<file path="src/wpr_params.svh">
// Fixed geometry, encodings and timing counts of the readout sequencer.
// Included by the package; overhead counts are in master clock periods, the converter latency in converter clocks.
`ifndef WPR_PARAMS_SVH
`define WPR_PARAMS_SVH

`define WPR_ARRAY_COLS      640
`define WPR_ARRAY_ROWS      480
`define WPR_COL_GRAN        8
`define WPR_KERNEL          4
`define WPR_ADC_BITS        10
`define WPR_ADC_LATENCY     6
`define WPR_FOT_G3          1200
`define WPR_FOT_G2          624
`define WPR_FOT_G1          336
`define WPR_FOT_G0          192
`define WPR_ROT_G3          48
`define WPR_ROT_G2          32
`define WPR_ROT_G1          24
`define WPR_ROT_G0          20
`define WPR_ROT_SUB_EXTRA   8
`define WPR_ROW_STEP_NORMAL 1
`define WPR_ROW_STEP_SUB    2
`define WPR_GRAN_3          2'h3
`define WPR_GRAN_2          2'h2
`define WPR_GRAN_1          2'h1

`endif

</file>
<file path="src/wpr_readout_dummy_never.sv">
`timescale 1ns/100ps

</file>
<file path="src/wpr_pkg.sv">
// Types shared by the readout sequencer and its converter stage.
// Assumes wpr_params.svh is on the include path.
package wpr_pkg;
  `include "wpr_params.svh"

  typedef enum logic [1:0] {
    WPR_IDLE = 2'b00,
    WPR_FOT  = 2'b01,
    WPR_ROT  = 2'b10,
    WPR_PIX  = 2'b11
  } wpr_state_e;

  typedef logic [`WPR_ADC_BITS-1:0]                   wpr_word_t;
  typedef logic [`WPR_KERNEL-1:0][`WPR_ADC_BITS-1:0]  wpr_kernel_t;
endpackage : wpr_pkg

</file>
<file path="src/wpr_conv_if.sv">
// Link between the sequencer and the converter/multiplexer stage.
// Both ends run on the one system clock.
`timescale 1ns/100ps
interface wpr_conv_if;
  import wpr_pkg::*;
  logic        pix_en;
  logic        adc_en;
  logic        sample_en;
  logic        reverse;
  wpr_kernel_t kernel;
  wpr_word_t   pixel;
  logic        pixel_valid;

  modport seq  (output pix_en, adc_en, sample_en, reverse, kernel, input pixel, pixel_valid);
  modport conv (input pix_en, adc_en, sample_en, reverse, kernel, output pixel, pixel_valid);
endinterface : wpr_conv_if

</file>
<file path="src/wpr_readout.sv">
// Region-of-interest readout sequencer with converter and output mux.
// Window settings are latched by the sequencer at frame start and held during a frame.
`timescale 1ns/100ps
`include "wpr_params.svh"

// Overview of operation
// Progressive scan, first selected row to last
// Column positions in steps of eight
// Scan starts at loaded window origin
// Four-pixel horizontal kernel, one per lane
// Lanes at quarter rate, muxed at full
// Frame = overhead plus lines of row+pixels
// Frame overhead from granularity setting
// Row overhead from granularity setting
// Sub-sampling adds eight to row overhead
// Row step one, or two when sub-sampling
// Pixels per line from pixel count
// Lines per frame from line timer
// Vertical only, keep one skip one
// Result appears six converter clocks later
// Ten-bit result per converter sample
// Controller supplies 12.5 ns master clock; the bench drives a 5 ns clock with PIX_DIV of 1
// Reversible scan in X and Y
// Settings stable during a frame
// No valid words during overhead
module wpr_readout
  import wpr_pkg::*;
#(
  parameter int PIX_DIV = 1
) (
  // Clock and reset
  input  wire logic        clock_i,
  input  wire logic        rst_n_i,
  // Control
  input  wire logic        frame_start_i,
  input  wire logic [1:0]  overhead_granularity_i,
  input  wire logic        subsample_en_i,
  input  wire logic        mirror_x_i,
  input  wire logic        mirror_y_i,
  // Window
  input  wire logic [6:0]  col_start_i,
  input  wire logic [8:0]  row_start_i,
  input  wire logic [9:0]  line_pixel_count_i,
  input  wire logic [8:0]  frame_line_timer_i,
  // Pixel array
  input  wire wpr_kernel_t kernel_pixels_i,
  output logic [8:0]       row_addr_o,
  output logic [9:0]       col_addr_o,
  // Pixel stream
  output wpr_word_t        pixel_o,
  output logic             pixel_valid_o,
  output logic             frame_busy_o
);
  wpr_conv_if cif ();

  wpr_state_e  state_reg;
  logic [10:0] cnt_reg;
  logic [9:0]  pix_cnt_reg;
  logic [8:0]  lines_left_reg;
  logic [1:0]  phase_reg;
  logic [7:0]  div_reg;
  logic        pix_en_reg;
  logic        pending_reg;
  logic [1:0]  gran_reg;
  logic        sub_reg;
  logic        mx_reg;
  logic        my_reg;
  logic [9:0]  npix_reg;
  logic [8:0]  nlines_reg;
  logic [9:0]  col_base_reg;
  logic [9:0]  col_ptr_reg;
  logic [8:0]  row_reg;
  logic [9:0]  col_reg;
  logic        adc_tick;
  logic [9:0]  npix_next;
  logic [8:0]  row_step;

  generate
    if (PIX_DIV < 1 || PIX_DIV > 255) begin : g_bad_div
      $error("wpr_readout: PIX_DIV must be 1 to 255");
    end
  endgenerate

  // frame overhead length
  function automatic logic [10:0] fot_len(input logic [1:0] g);
    case (g)
      `WPR_GRAN_3: fot_len = 11'(`WPR_FOT_G3);
      `WPR_GRAN_2: fot_len = 11'(`WPR_FOT_G2);
      `WPR_GRAN_1: fot_len = 11'(`WPR_FOT_G1);
      default:     fot_len = 11'(`WPR_FOT_G0);
    endcase
  endfunction : fot_len

  // row overhead length
  // sub-sampling extension
  function automatic logic [10:0] rot_len(input logic [1:0] g, input logic s);
    logic [10:0] base;
    case (g)
      `WPR_GRAN_3: base = 11'(`WPR_ROT_G3);
      `WPR_GRAN_2: base = 11'(`WPR_ROT_G2);
      `WPR_GRAN_1: base = 11'(`WPR_ROT_G1);
      default:     base = 11'(`WPR_ROT_G0);
    endcase
    rot_len = s ? base + 11'(`WPR_ROT_SUB_EXTRA) : base;
  endfunction : rot_len

  // Master clock enable and converter phase
  always_ff @(posedge clock_i or negedge rst_n_i) begin
    if (!rst_n_i) begin
      div_reg    <= 8'h00;
      pix_en_reg <= 1'b0;
    end else if (div_reg == 8'(PIX_DIV - 1)) begin
      div_reg    <= 8'h00;
      pix_en_reg <= 1'b1;
    end else begin
      div_reg    <= div_reg + 8'h01;
      pix_en_reg <= 1'b0;
    end
  end

  // converter clock is a quarter of pixel rate
  always_ff @(posedge clock_i or negedge rst_n_i) begin
    if (!rst_n_i) begin
      phase_reg <= 2'h0;
    end else if (pix_en_reg) begin
      phase_reg <= phase_reg + 2'h1;
    end
  end
  assign adc_tick = pix_en_reg && (phase_reg == 2'h3);

  // Start request held until a converter boundary with the sequencer idle
  always_ff @(posedge clock_i or negedge rst_n_i) begin
    if (!rst_n_i) begin
      pending_reg <= 1'b0;
    end else if (frame_start_i) begin
      pending_reg <= 1'b1;
    end else if (adc_tick && state_reg == WPR_IDLE) begin
      pending_reg <= 1'b0;
    end
  end

  // count rounded down to column granularity, counts below eight give eight
  assign npix_next = (line_pixel_count_i[9:3] == 7'h00) ? 10'(`WPR_COL_GRAN)
                                                        : {line_pixel_count_i[9:3], 3'h0};
  // row step per sub-sampling mode
  // keep one row, skip the next
  assign row_step  = sub_reg ? 9'(`WPR_ROW_STEP_SUB) : 9'(`WPR_ROW_STEP_NORMAL);

  // latch window origin and settings at frame start
  // settings sampled once per frame
  always_ff @(posedge clock_i or negedge rst_n_i) begin
    if (!rst_n_i) begin
      gran_reg     <= 2'h0;
      sub_reg      <= 1'b0;
      mx_reg       <= 1'b0;
      my_reg       <= 1'b0;
      npix_reg     <= 10'(`WPR_COL_GRAN);
      nlines_reg   <= 9'h001;
      col_base_reg <= 10'h000;
    end else if (adc_tick && state_reg == WPR_IDLE && pending_reg) begin
      gran_reg     <= overhead_granularity_i;
      sub_reg      <= subsample_en_i;
      mx_reg       <= mirror_x_i;
      my_reg       <= mirror_y_i;
      npix_reg     <= npix_next;
      nlines_reg   <= (frame_line_timer_i == 9'h000) ? 9'h001 : frame_line_timer_i;
      // origin in units of eight columns
      col_base_reg <= {col_start_i, 3'h0};
    end
  end

  // frame overhead, then rows of overhead plus pixels
  always_ff @(posedge clock_i or negedge rst_n_i) begin
    if (!rst_n_i) begin
      state_reg      <= WPR_IDLE;
      cnt_reg        <= 11'h000;
      pix_cnt_reg    <= 10'h000;
      lines_left_reg <= 9'h000;
    end else if (pix_en_reg) begin
      case (state_reg)
        WPR_IDLE: begin
          if (adc_tick && pending_reg) begin
            state_reg      <= WPR_FOT;
            cnt_reg        <= fot_len(overhead_granularity_i) - 11'h001;
            lines_left_reg <= (frame_line_timer_i == 9'h000) ? 9'h000
                                                            : frame_line_timer_i - 9'h001;
          end
        end
        WPR_FOT: begin
          if (cnt_reg == 11'h000) begin
            state_reg <= WPR_ROT;
            cnt_reg   <= rot_len(gran_reg, sub_reg) - 11'h001;
          end else begin
            cnt_reg <= cnt_reg - 11'h001;
          end
        end
        WPR_ROT: begin
          if (cnt_reg == 11'h000) begin
            state_reg   <= WPR_PIX;
            pix_cnt_reg <= npix_reg - 10'h001;
          end else begin
            cnt_reg <= cnt_reg - 11'h001;
          end
        end
        WPR_PIX: begin
          // line count from the line timer
          if (pix_cnt_reg != 10'h000) begin
            pix_cnt_reg <= pix_cnt_reg - 10'h001;
          end else if (lines_left_reg == 9'h000) begin
            state_reg <= WPR_IDLE;
          end else begin
            lines_left_reg <= lines_left_reg - 9'h001;
            state_reg      <= WPR_ROT;
            cnt_reg        <= rot_len(gran_reg, sub_reg) - 11'h001;
          end
        end
        default: state_reg <= WPR_IDLE;
      endcase
    end
  end

  // progressive row advance
  // row direction reversible
  always_ff @(posedge clock_i or negedge rst_n_i) begin
    if (!rst_n_i) begin
      row_reg <= 9'h000;
    end else if (adc_tick && state_reg == WPR_IDLE && pending_reg) begin
      row_reg <= row_start_i;
    end else if (pix_en_reg && state_reg == WPR_PIX && pix_cnt_reg == 10'h000
                 && lines_left_reg != 9'h000) begin
      row_reg <= my_reg ? row_reg - row_step : row_reg + row_step;
    end
  end

  // kernel of four columns per converter period
  // column direction reversible
  always_ff @(posedge clock_i or negedge rst_n_i) begin
    if (!rst_n_i) begin
      col_ptr_reg <= 10'h000;
      col_reg     <= 10'h000;
    end else if (pix_en_reg) begin
      if (state_reg == WPR_ROT) begin
        col_ptr_reg <= mx_reg ? col_base_reg + npix_reg - 10'(`WPR_KERNEL) : col_base_reg;
      end else if (state_reg == WPR_PIX && phase_reg == 2'h0) begin
        col_reg     <= col_ptr_reg;
        col_ptr_reg <= mx_reg ? col_ptr_reg - 10'(`WPR_KERNEL)
                              : col_ptr_reg + 10'(`WPR_KERNEL);
      end
    end
  end

  always_ff @(posedge clock_i or negedge rst_n_i) begin
    if (!rst_n_i) begin
      frame_busy_o <= 1'b0;
    end else begin
      frame_busy_o <= (state_reg != WPR_IDLE) || pending_reg;
    end
  end

  // samples only taken during pixel portion
  assign cif.pix_en    = pix_en_reg;
  assign cif.adc_en    = adc_tick;
  assign cif.sample_en = (state_reg == WPR_PIX);
  assign cif.reverse   = mx_reg;
  assign cif.kernel    = kernel_pixels_i;

  wpr_adc_mux #(.LATENCY(`WPR_ADC_LATENCY)) u_adc_mux (
    .clock_i (clock_i),
    .rst_n_i (rst_n_i),
    .cif     (cif)
  );

  assign row_addr_o    = row_reg;
  assign col_addr_o    = col_reg;
  assign pixel_o       = cif.pixel;
  assign pixel_valid_o = cif.pixel_valid;

  // Checking helpers
  wpr_state_e  state_prev;
  logic [10:0] st_ticks;
  logic [8:0]  lines_done;
  always_ff @(posedge clock_i or negedge rst_n_i) begin
    if (!rst_n_i) begin
      state_prev <= WPR_IDLE;
      st_ticks   <= 11'h000;
      lines_done <= 9'h000;
    end else if (pix_en_reg) begin
      state_prev <= state_reg;
      st_ticks   <= (state_reg != state_prev) ? 11'h001 : st_ticks + 11'h001;
      if (state_reg == WPR_FOT) begin
        lines_done <= 9'h000;
      end else if (state_reg == WPR_PIX && pix_cnt_reg == 10'h000) begin
        lines_done <= lines_done + 9'h001;
      end
    end
  end

  generate
    if (PIX_DIV == 1) begin : g_lat_chk

    end
  endgenerate
endmodule : wpr_readout

</file>
<file path="src/wpr_adc_mux.sv">
// Four converter lanes with a fixed pipeline delay, then a 4:1 word
// multiplexer onto the pixel bus. Assumes adc_en is every 4th pix_en.
`timescale 1ns/100ps
`include "wpr_params.svh"
module wpr_adc_mux
  import wpr_pkg::*;
#(
  parameter int LATENCY = `WPR_ADC_LATENCY
) (
  // Clock and reset
  input  wire logic clock_i,
  input  wire logic rst_n_i,
  // Sequencer side
  wpr_conv_if.conv  cif
);
  wpr_kernel_t           pipe_d [LATENCY];
  logic [LATENCY-1:0]    pipe_v;
  logic [LATENCY-1:0]    pipe_r;
  wpr_kernel_t           hold_reg;
  logic                  hold_rev_reg;
  logic [1:0]            left_reg;
  logic [1:0]            idx_reg;
  wpr_word_t             pixel_reg;
  logic                  valid_reg;

  generate
    if (LATENCY < 1) begin : g_bad_lat
      $error("wpr_adc_mux: LATENCY must be at least 1");
    end
  endgenerate

  // conversion pipeline delay
  // ten-bit word per lane
  always_ff @(posedge clock_i or negedge rst_n_i) begin
    if (!rst_n_i) begin
      pipe_v <= '0;
      pipe_r <= '0;
      for (int i = 0; i < LATENCY; i++) begin
        pipe_d[i] <= '0;
      end
    end else if (cif.adc_en) begin
      pipe_d[0] <= cif.kernel;
      pipe_v[0] <= cif.sample_en;
      pipe_r[0] <= cif.reverse;
      for (int i = 1; i < LATENCY; i++) begin
        pipe_d[i] <= pipe_d[i-1];
        pipe_v[i] <= pipe_v[i-1];
        pipe_r[i] <= pipe_r[i-1];
      end
    end
  end

  // four lanes onto one bus
  always_ff @(posedge clock_i or negedge rst_n_i) begin
    if (!rst_n_i) begin
      hold_reg     <= '0;
      hold_rev_reg <= 1'b0;
      left_reg     <= 2'h0;
      idx_reg      <= 2'h0;
      pixel_reg    <= '0;
      valid_reg    <= 1'b0;
    end else if (cif.pix_en) begin
      if (cif.adc_en && pipe_v[LATENCY-1]) begin
        hold_reg     <= pipe_d[LATENCY-1];
        hold_rev_reg <= pipe_r[LATENCY-1];
        pixel_reg    <= pipe_d[LATENCY-1][pipe_r[LATENCY-1] ? 3 : 0];
        valid_reg    <= 1'b1;
        left_reg     <= 2'h3;
        idx_reg      <= pipe_r[LATENCY-1] ? 2'h2 : 2'h1;
      end else if (left_reg != 2'h0) begin
        pixel_reg <= hold_reg[idx_reg];
        valid_reg <= 1'b1;
        left_reg  <= left_reg - 2'h1;
        idx_reg   <= hold_rev_reg ? idx_reg - 2'h1 : idx_reg + 2'h1;
      end else begin
        valid_reg <= 1'b0;
      end
    end
  end

  assign cif.pixel       = pixel_reg;
  assign cif.pixel_valid = valid_reg;
endmodule : wpr_adc_mux

</file>
<file path="config.mk">
export PLATFORM = sky130hd
export DESIGN_NAME = wpr_readout
export DESIGN_NICKNAME = d
export VERILOG_FILES = /design/src/wpr_readout_dummy_never.sv /design/src/wpr_pkg.sv /design/src/wpr_conv_if.sv /design/src/wpr_readout.sv /design/src/wpr_adc_mux.sv
export VERILOG_INCLUDE_DIRS = /design/src
export SDC_FILE = /design/constraint.sdc
export NUM_CORES = 1
export LEC_CHECK = 0
export BUFFER_PORTS_ARGS = -buffer_cell sky130_fd_sc_hd__buf_2
export CAP_MARGIN = 20
export CORE_ASPECT_RATIO = 0.75
export CORE_MARGIN = 10
export CORE_UTILIZATION = 60
export DETAILED_ROUTE_END_ITERATION = 10
export PLACE_DENSITY_LB_ADDON = 0.12
export RECOVER_POWER = 100
export SYNTH_ARGS = -nofsm -noshare
export SYNTH_HDL_FRONTEND = slang
export SYNTH_SLANG_ARGS = --single-unit
</file>
<file path="constraint.sdc">
create_clock -name clock_i -period 2.7 [get_ports clock_i]
set_clock_uncertainty 0.2 [all_clocks]
set_input_delay 0.27 -clock clock_i [delete_from_list [all_inputs] [get_ports clock_i]]
set_output_delay 0.27 -clock clock_i [all_outputs]
set_load 0.005 [all_outputs]
</file>
* Word-level counts from Yosys, hierarchy flattened
Cells that the tools add are included.
** Word-level totals
- Bits in registers :: 404
- Output and inout bits :: 31
** Operators by class
- Bitwise operators :: 1
- Add/sub/neg operators :: 21
- Multiplexer cells :: 63
- Equal/unequal tests :: 17
- Reductions and logical operators :: 36
- Magnitude comparators :: 2
** Operators by type and width (count)
- $mux W11 :: 17
- $mux W10 :: 12
- $mux W9 :: 7
- $pmux W11 S4 :: 1
- $sub A11 B1 Y11 const B :: 4
- $bmux W10 S2 :: 2
- $pmux W11 S3 :: 1
- $lt A32 B4 Y1 const B :: 1
- $mux W2 :: 13
- $add A11 B4 Y11 const B :: 2
- $pmux W10 S2 :: 1
- $sub A10 B1 Y10 const B :: 2
- $sub A10 B3 Y10 const B :: 2
- $logic_not A9 Y1 :: 2
- $pmux W6 S3 :: 1
- $pmux W9 S2 :: 1
- $sub A9 B1 Y9 const B :: 2
- $reduce_bool A2 Y1 :: 8
- $reduce_and A5 Y1 :: 3
- $eq A2 B2 Y1 const B :: 7
- $ne A2 B2 Y1 const B :: 6
- $logic_not A11 Y1 :: 1
- $add A10 B10 Y10 :: 1
- $add A10 B3 Y10 const B :: 1
- 23 further kinds :: 42

* Depth between registers and ports, before layout
- Word-level depth :: 12
- Gate-level depth with buffers :: 12

* By module
Synthesis repeated with hierarchy kept, for this count alone.
** Second synthesis, totals
- Cell total of the unflattened synthesis :: 1435
- Area, all modules :: 18064.8 µm²
** Modules (own cells, without submodules)
- wpr_adc_mux :: instances 1, area an instance 11951.5 µm², cells each 727
- wpr_readout :: instances 1, area an instance 6113.4 µm², cells each 708

* Least setup slack after synthesis
No wires, ideal clock.
- Kind :: register -> register
- Start :: register state_reg[1]
- End :: register pix_cnt_reg[8]
- Setup time :: 0.129 ns
- Setup slack :: 0.211 ns
- Data arrival time :: 2.160 ns
- Clock period less this slack :: 2.489 ns
- Stages on the path, launching flop included :: 11
- Path through :: dfrtp_1 and2_1 clkbuf_1 clkbuf_1 nand2_1 ha_1 o221ai_1 a21oi_1 mux2_2 o21ai_0 o21ai_0
** On the way
- Longest elaborated chain between the ends :: 3
** RTL lines
- start, declared :: RTL line wpr_readout.sv:56 : wpr_state_e state_reg;
- start signal, assigned :: RTL line wpr_readout.sv:175 : state_reg <= WPR_IDLE;
- start signal, assigned :: RTL line wpr_readout.sv:183 : state_reg <= WPR_FOT;
- start signal, assigned :: RTL line wpr_readout.sv:191 : state_reg <= WPR_ROT;
- $eq A2 B2 Y1 :: RTL line wpr_readout.sv:180 : case (state_reg)
- $ne A2 B2 Y1 (no source line) / $reduce_bool A2 Y1 (equally long branches)
- $reduce_and A4 Y1 (no source line)
- end signal, assigned :: RTL line wpr_readout.sv:200 : pix_cnt_reg <= npix_reg - 10'h001;
- end signal, assigned :: RTL line wpr_readout.sv:208 : pix_cnt_reg <= pix_cnt_reg - 10'h001;
- end, declared :: RTL line wpr_readout.sv:58 : logic [9:0] pix_cnt_reg;
Several ways; a longest one is shown, not always the timed one.
A chain may end at the register's enable or synchronous reset.

* Final worst setup path
- Start :: register phase_reg[0]
- End :: register u_adc_mux.hold_reg[7] in the netlist's numbering
** On the way
- Longest elaborated chain between the ends :: 4
** RTL lines
- start, declared :: RTL line wpr_readout.sv:60 : logic [1:0] phase_reg;
- start signal, assigned :: RTL line wpr_readout.sv:126 : phase_reg <= phase_reg + 2'h1;
- $eq A2 B2 Y1 :: RTL line wpr_readout.sv:129 : assign adc_tick = pix_en_reg && (phase_reg == 2'h3);
- $logic_and A1 B1 Y1 :: RTL line wpr_readout.sv:129
- $logic_and A1 B1 Y1 :: RTL line wpr_adc_mux.sv:63 : if (cif.adc_en && pipe_v[LATENCY-1]) begin
- $reduce_and A2 Y1 (no source line)
- end signal, assigned :: RTL line wpr_adc_mux.sv:64 : hold_reg <= pipe_d[LATENCY-1];
- end, declared :: RTL line wpr_adc_mux.sv:19 : wpr_kernel_t hold_reg;
Every way passes these cells.

==> summary by stage <==
Outcome
The run finished, with violations left. The checks that failed: max-capacitance violations, max-slew violations.

Pwr
Of the total power, registers draw 0.406. The clock group share of total power is 0.297. In this run the power spent charging and discharging nets is 6070 uW.

The analysis attributes to cell leakage a power of 0.0107 uW. Dividing total power by cell area gives a power density of 871 nW/um^2. Of the total power, the share spent switching nets is 0.328. The design internal power is 12400 uW. The combinational fraction of design power is 0.297. The worst IR drop on VDD is 0.528 mV.

Clocking
The clock tree synthesis step divided the H-tree into 2 levels. The total clock buffers created by CTS is 40. At the later pin of the worst-skew pair, clock insertion delay measures 0.54 ns. The clock transition at the registers of the reported paths is 0.06 ns. The sink count of the clock tree is 397. In this run the clock root is driven by a clkbuf_16.

TritonCTS built the clock tree. The worst-case clock buffer depth is 3.

Logic synthesis
After synthesis the netlist holds a flip-flop and latch count of 397. The post-synthesis async set-or-reset flop share is 1.00. A synthesized cell averages 9.19 sq um.

The post-synthesis cell count is 1972. The synthesis warning total is 0. The most instantiated flip-flop cell in the synthesis netlist is dfrtp_1. The area of the mapped netlist is 18100 sq um.

The number of library cell types mapped by synthesis is 82. The number of synthesized flops with an enable pin is 0. The share of the Yosys chip area taken by registers is 0.548.

Route
The detailed-route wire length per cell is 15.8 um. The length of the first detailed-routing pass in iterations is 5. The detailed router finished its first iteration with 1251 violations. The detailed router used layers up to and including met4. The number of vias per cell after detailed routing is 5.41. The length of routed wiring on met1 is 20.2 mm. The number of antenna-violating nets in the routed design is 0. The final route contains 14000 vias. The met2 layer wire length in the routed design is 17.8 mm. The total routed wirelength is 40.8 mm. The DRC violations left is 0. The length of routed met3 wiring is 2.08 mm.

Floorplanning
The die boundary height is 171 um. The boundary pin count is 114. In this run the horizontal extent of the chip is 221 um. The die covers 37600 sq um. The core outline area is 29900 sq um. The starting density of the core is 0.605.

The initialized floorplan defines 55 standard-cell rows.

Critical path
The worst endpoint required time is 2.91 ns. The buffers plus inverters on the worst setup path is 1. STA puts the critical path data arrival time at 2.84 ns. The slowest library cell on the worst path is clkbuf_4. The biggest fanout along the worst timing path is 27.

Traced cell by cell, the critical path runs through ha_1 -> and2_4 -> nand2_1 -> clkbuf_4 -> mux2_2. The category of the worst setup path launch point is a register. The kind of end point of the critical path is a register. The family of cells with the greatest summed delay on the critical path is simple AND/OR/NAND/NOR gates. The category of the most critical setup path is register to register. The largest single stage delay on the critical path is 0.52 ns.

Placed design
At the end of routability-driven placement, the weighted congestion stood at 0.863. Once detailed placement completed, the half-perimeter wirelength came to 26.6 mm. The count of input and output buffers is 108. The post-placement setup slack is 0.0660 ns. In this run the cell area measured after placement is 19300 sq um.

Finish
The flip-flop count of the largest register after layout is 240. Relative to the synthesized area, the layout overhead comes to 17.2%. After routing the design area is 21200 sq um. The fraction of layout instances using a drive strength above 1 is 0.125. For this run, the post-layout net count is 2281. The number of antenna diodes in the final layout is 0.

Timing
The post-route worst setup slack is 0.0736 ns. The max-slew violation count is 74. The final-report setup violation count is 0. The transition at the pin with the smallest max-transition slack is 1.83 ns. Setup repair after global routing could not meet its margin everywhere. The headroom to the max-slew limit is -0.222.

The number of hold violations in the final report is 0. The clock period minus worst slack is 2.63 ns. Static timing analysis puts the maximum clock frequency at 381 MHz.

The final period utilization is 0.973.

Global routing
For this run the aggregate overflow at the end of global routing stands at 0. Entering global routing, the biggest net connects 151 pins. The initial antenna violation count is 0. The first global-routing pass estimated 69.7 mm of wire. The aggregate global-route resource usage is 0.223. The number of global-route vias before repair was 13700.

Run
The total of max-cap violations is 1.

Worst hold path
The tightest min-delay check is of the input port to register type.
## timing repair
| item | in CTS | in global routing |
|---|---|---|
| resized for setup | 0 | 6 |
| buffers inserted | 0 | 2 |
| hold buffers | 75 | 0 |
| endpoints found under the hold margin | 140 | 0 |
| setup endpoints to repair | 0 | 7 |
## worst reg2reg max path: stages, from the launching register on
cell	delay (ns)
dfrtp_1	0.41
ha_1	0.26
and2_4	0.22
nand2_1	0.49
clkbuf_4	0.52
mux2_2	0.39
## cells in the mapped netlist (3+ instances only)
master | number | area, sq um
nor3_1 | 24 | 120
mux2_2 | 43 | 484
xnor2_1 | 22 | 193
and2_1 | 5 | 31.3
o211ai_1 | 5 | 37.5
fa_1 | 3 | 60.1
a21oi_1 | 54 | 270
or4_1 | 6 | 45.0
a22o_1 | 3 | 26.3
mux4_2 | 10 | 225
o22a_1 | 5 | 43.8
nor2b_1 | 19 | 119
nor4_1 | 3 | 18.8
nand3b_1 | 3 | 22.5
ha_1 | 48 | 601
buf_1 | 10 | 37.5
dfrtp_1 | 396 | 9910
or3_1 | 5 | 31.3
clkbuf_1 | 77 | 289
a211o_1 | 3 | 26.3
nand2b_1 | 4 | 25.0
nand4_1 | 4 | 25.0
a211oi_1 | 14 | 105
nor4_4 | 3 | 63.8
buf_2 | 10 | 50.1
a21o_1 | 5 | 37.5
o21a_1 | 3 | 22.5
nand2_1 | 849 | 3190
o22ai_1 | 5 | 31.3
a31oi_1 | 11 | 68.8
nor2_1 | 63 | 236
nor3b_1 | 7 | 52.6
xor2_1 | 9 | 78.8
buf_4 | 4 | 30.0
mux2i_1 | 22 | 220
inv_1 | 57 | 214
o21ai_0 | 69 | 345
and3_1 | 5 | 31.3
nand3_1 | 21 | 105
o21ai_1 | 9 | 45.0
## stage by stage
step | power, uW | hold slack (ns) | setup TNS (ns) | instances | util
finish | 18500 | 0.0446 | 0 | 2578 | 0.709
global route | 19700 | 0.0662 | -0.439 | 2578 | 0.709
CTS | 18500 | 0.0263 | 0 | 2576 | 0.714
detailed placement | 12900 | 0.114 | 0 | 2427 | 0.645
global placement | 12700 | 0.116 | 0 | 2427 | 0.645
floorplan | 11300 | -0.226 | 0 | 1973 | -
## per-layer routing
layer | vias up | global-route usage
met2 | 323 | 0.326
met4 | 0 | 0.0493
met5 | - | 0
met3 | 53 | 0.0344
li1 | 6789 | -
met1 | 6792 | 0.343
## logic make-up after synthesis
logic type               synth area share
AND/OR/NAND/NOR                     0.238
flip-flops                          0.548
AO/OA/AOI/OAI                      0.0758
buffers and inverters              0.0351
multiplexers                       0.0513
adder cells (fa/ha/maj)            0.0365
XOR/XNOR                           0.0150
other                            0.000207
## layout make-up
type,count,area (sq um)
Clock inverter,13,129
Fill cell,2287,8710
Inverter,57,214
Sequential cell,397,9940
Clock buffer,61,1180
Multi-Input combinational cell,1416,7530
Tap cell,399,499
Timing Repair Buffer,235,1740
## worst paths after layout
check,slack (ns),startpoint,end,cells after the start
min in group asynchronous,0.58,rst_n_i,col_ptr_reg[6]$_DFFE_PN0P_,2
setup reg to reg,0.07,phase_reg[0]$_DFFE_PN0P_,u_adc_mux.hold_reg[7]$_DFFE_PN0P_,5
hold / removal,0.04,frame_line_timer_i[5],lines_left_reg[5]$_DFFE_PN0P_,5
max in group asynchronous,0.35,rst_n_i,u_adc_mux.hold_reg[28]$_DFFE_PN0P_,3
hold reg to reg,0.26,u_adc_mux.pipe_d[166]$_DFFE_PN0N_,u_adc_mux.pipe_d[126]$_DFFE_PN0N_,2
setup / recovery,0.07,phase_reg[0]$_DFFE_PN0P_,u_adc_mux.hold_reg[7]$_DFFE_PN0P_,5
## layout by cell type, fill, tap and decap left out, types with 8 or more instances in the layout
cell and n:
mux4_2 10, a21oi_1 53, o21ai_0 73, nor2b_1 18, dlygate4sd3_1 75, mux2i_1 22
mux2_2 43, buf_4 31, inv_1 57, a31oi_1 11, nand2_1 849, nor2_1 64
clkbuf_1 39, xor2_1 9, buf_2 84, xnor2_1 22, nor3_1 24, clkbuf_8 8
clkbuf_16 41, nand3_1 21, a211oi_1 14, dfrtp_1 396, ha_1 48
## power by group through the flow
stage          Sequential, uW  Combinational (uW)  Clock, uW
6_report                 7510                5500       5490
5_1_grt                  7610                6220       5870
4_1_cts                  7500                5440       5600
3_5_place_dp             7600                5310          0
3_3_place_gp             7570                5100          0
2_1_floorplan            7400                3920          0
Power figures use the tool's default switching activity.
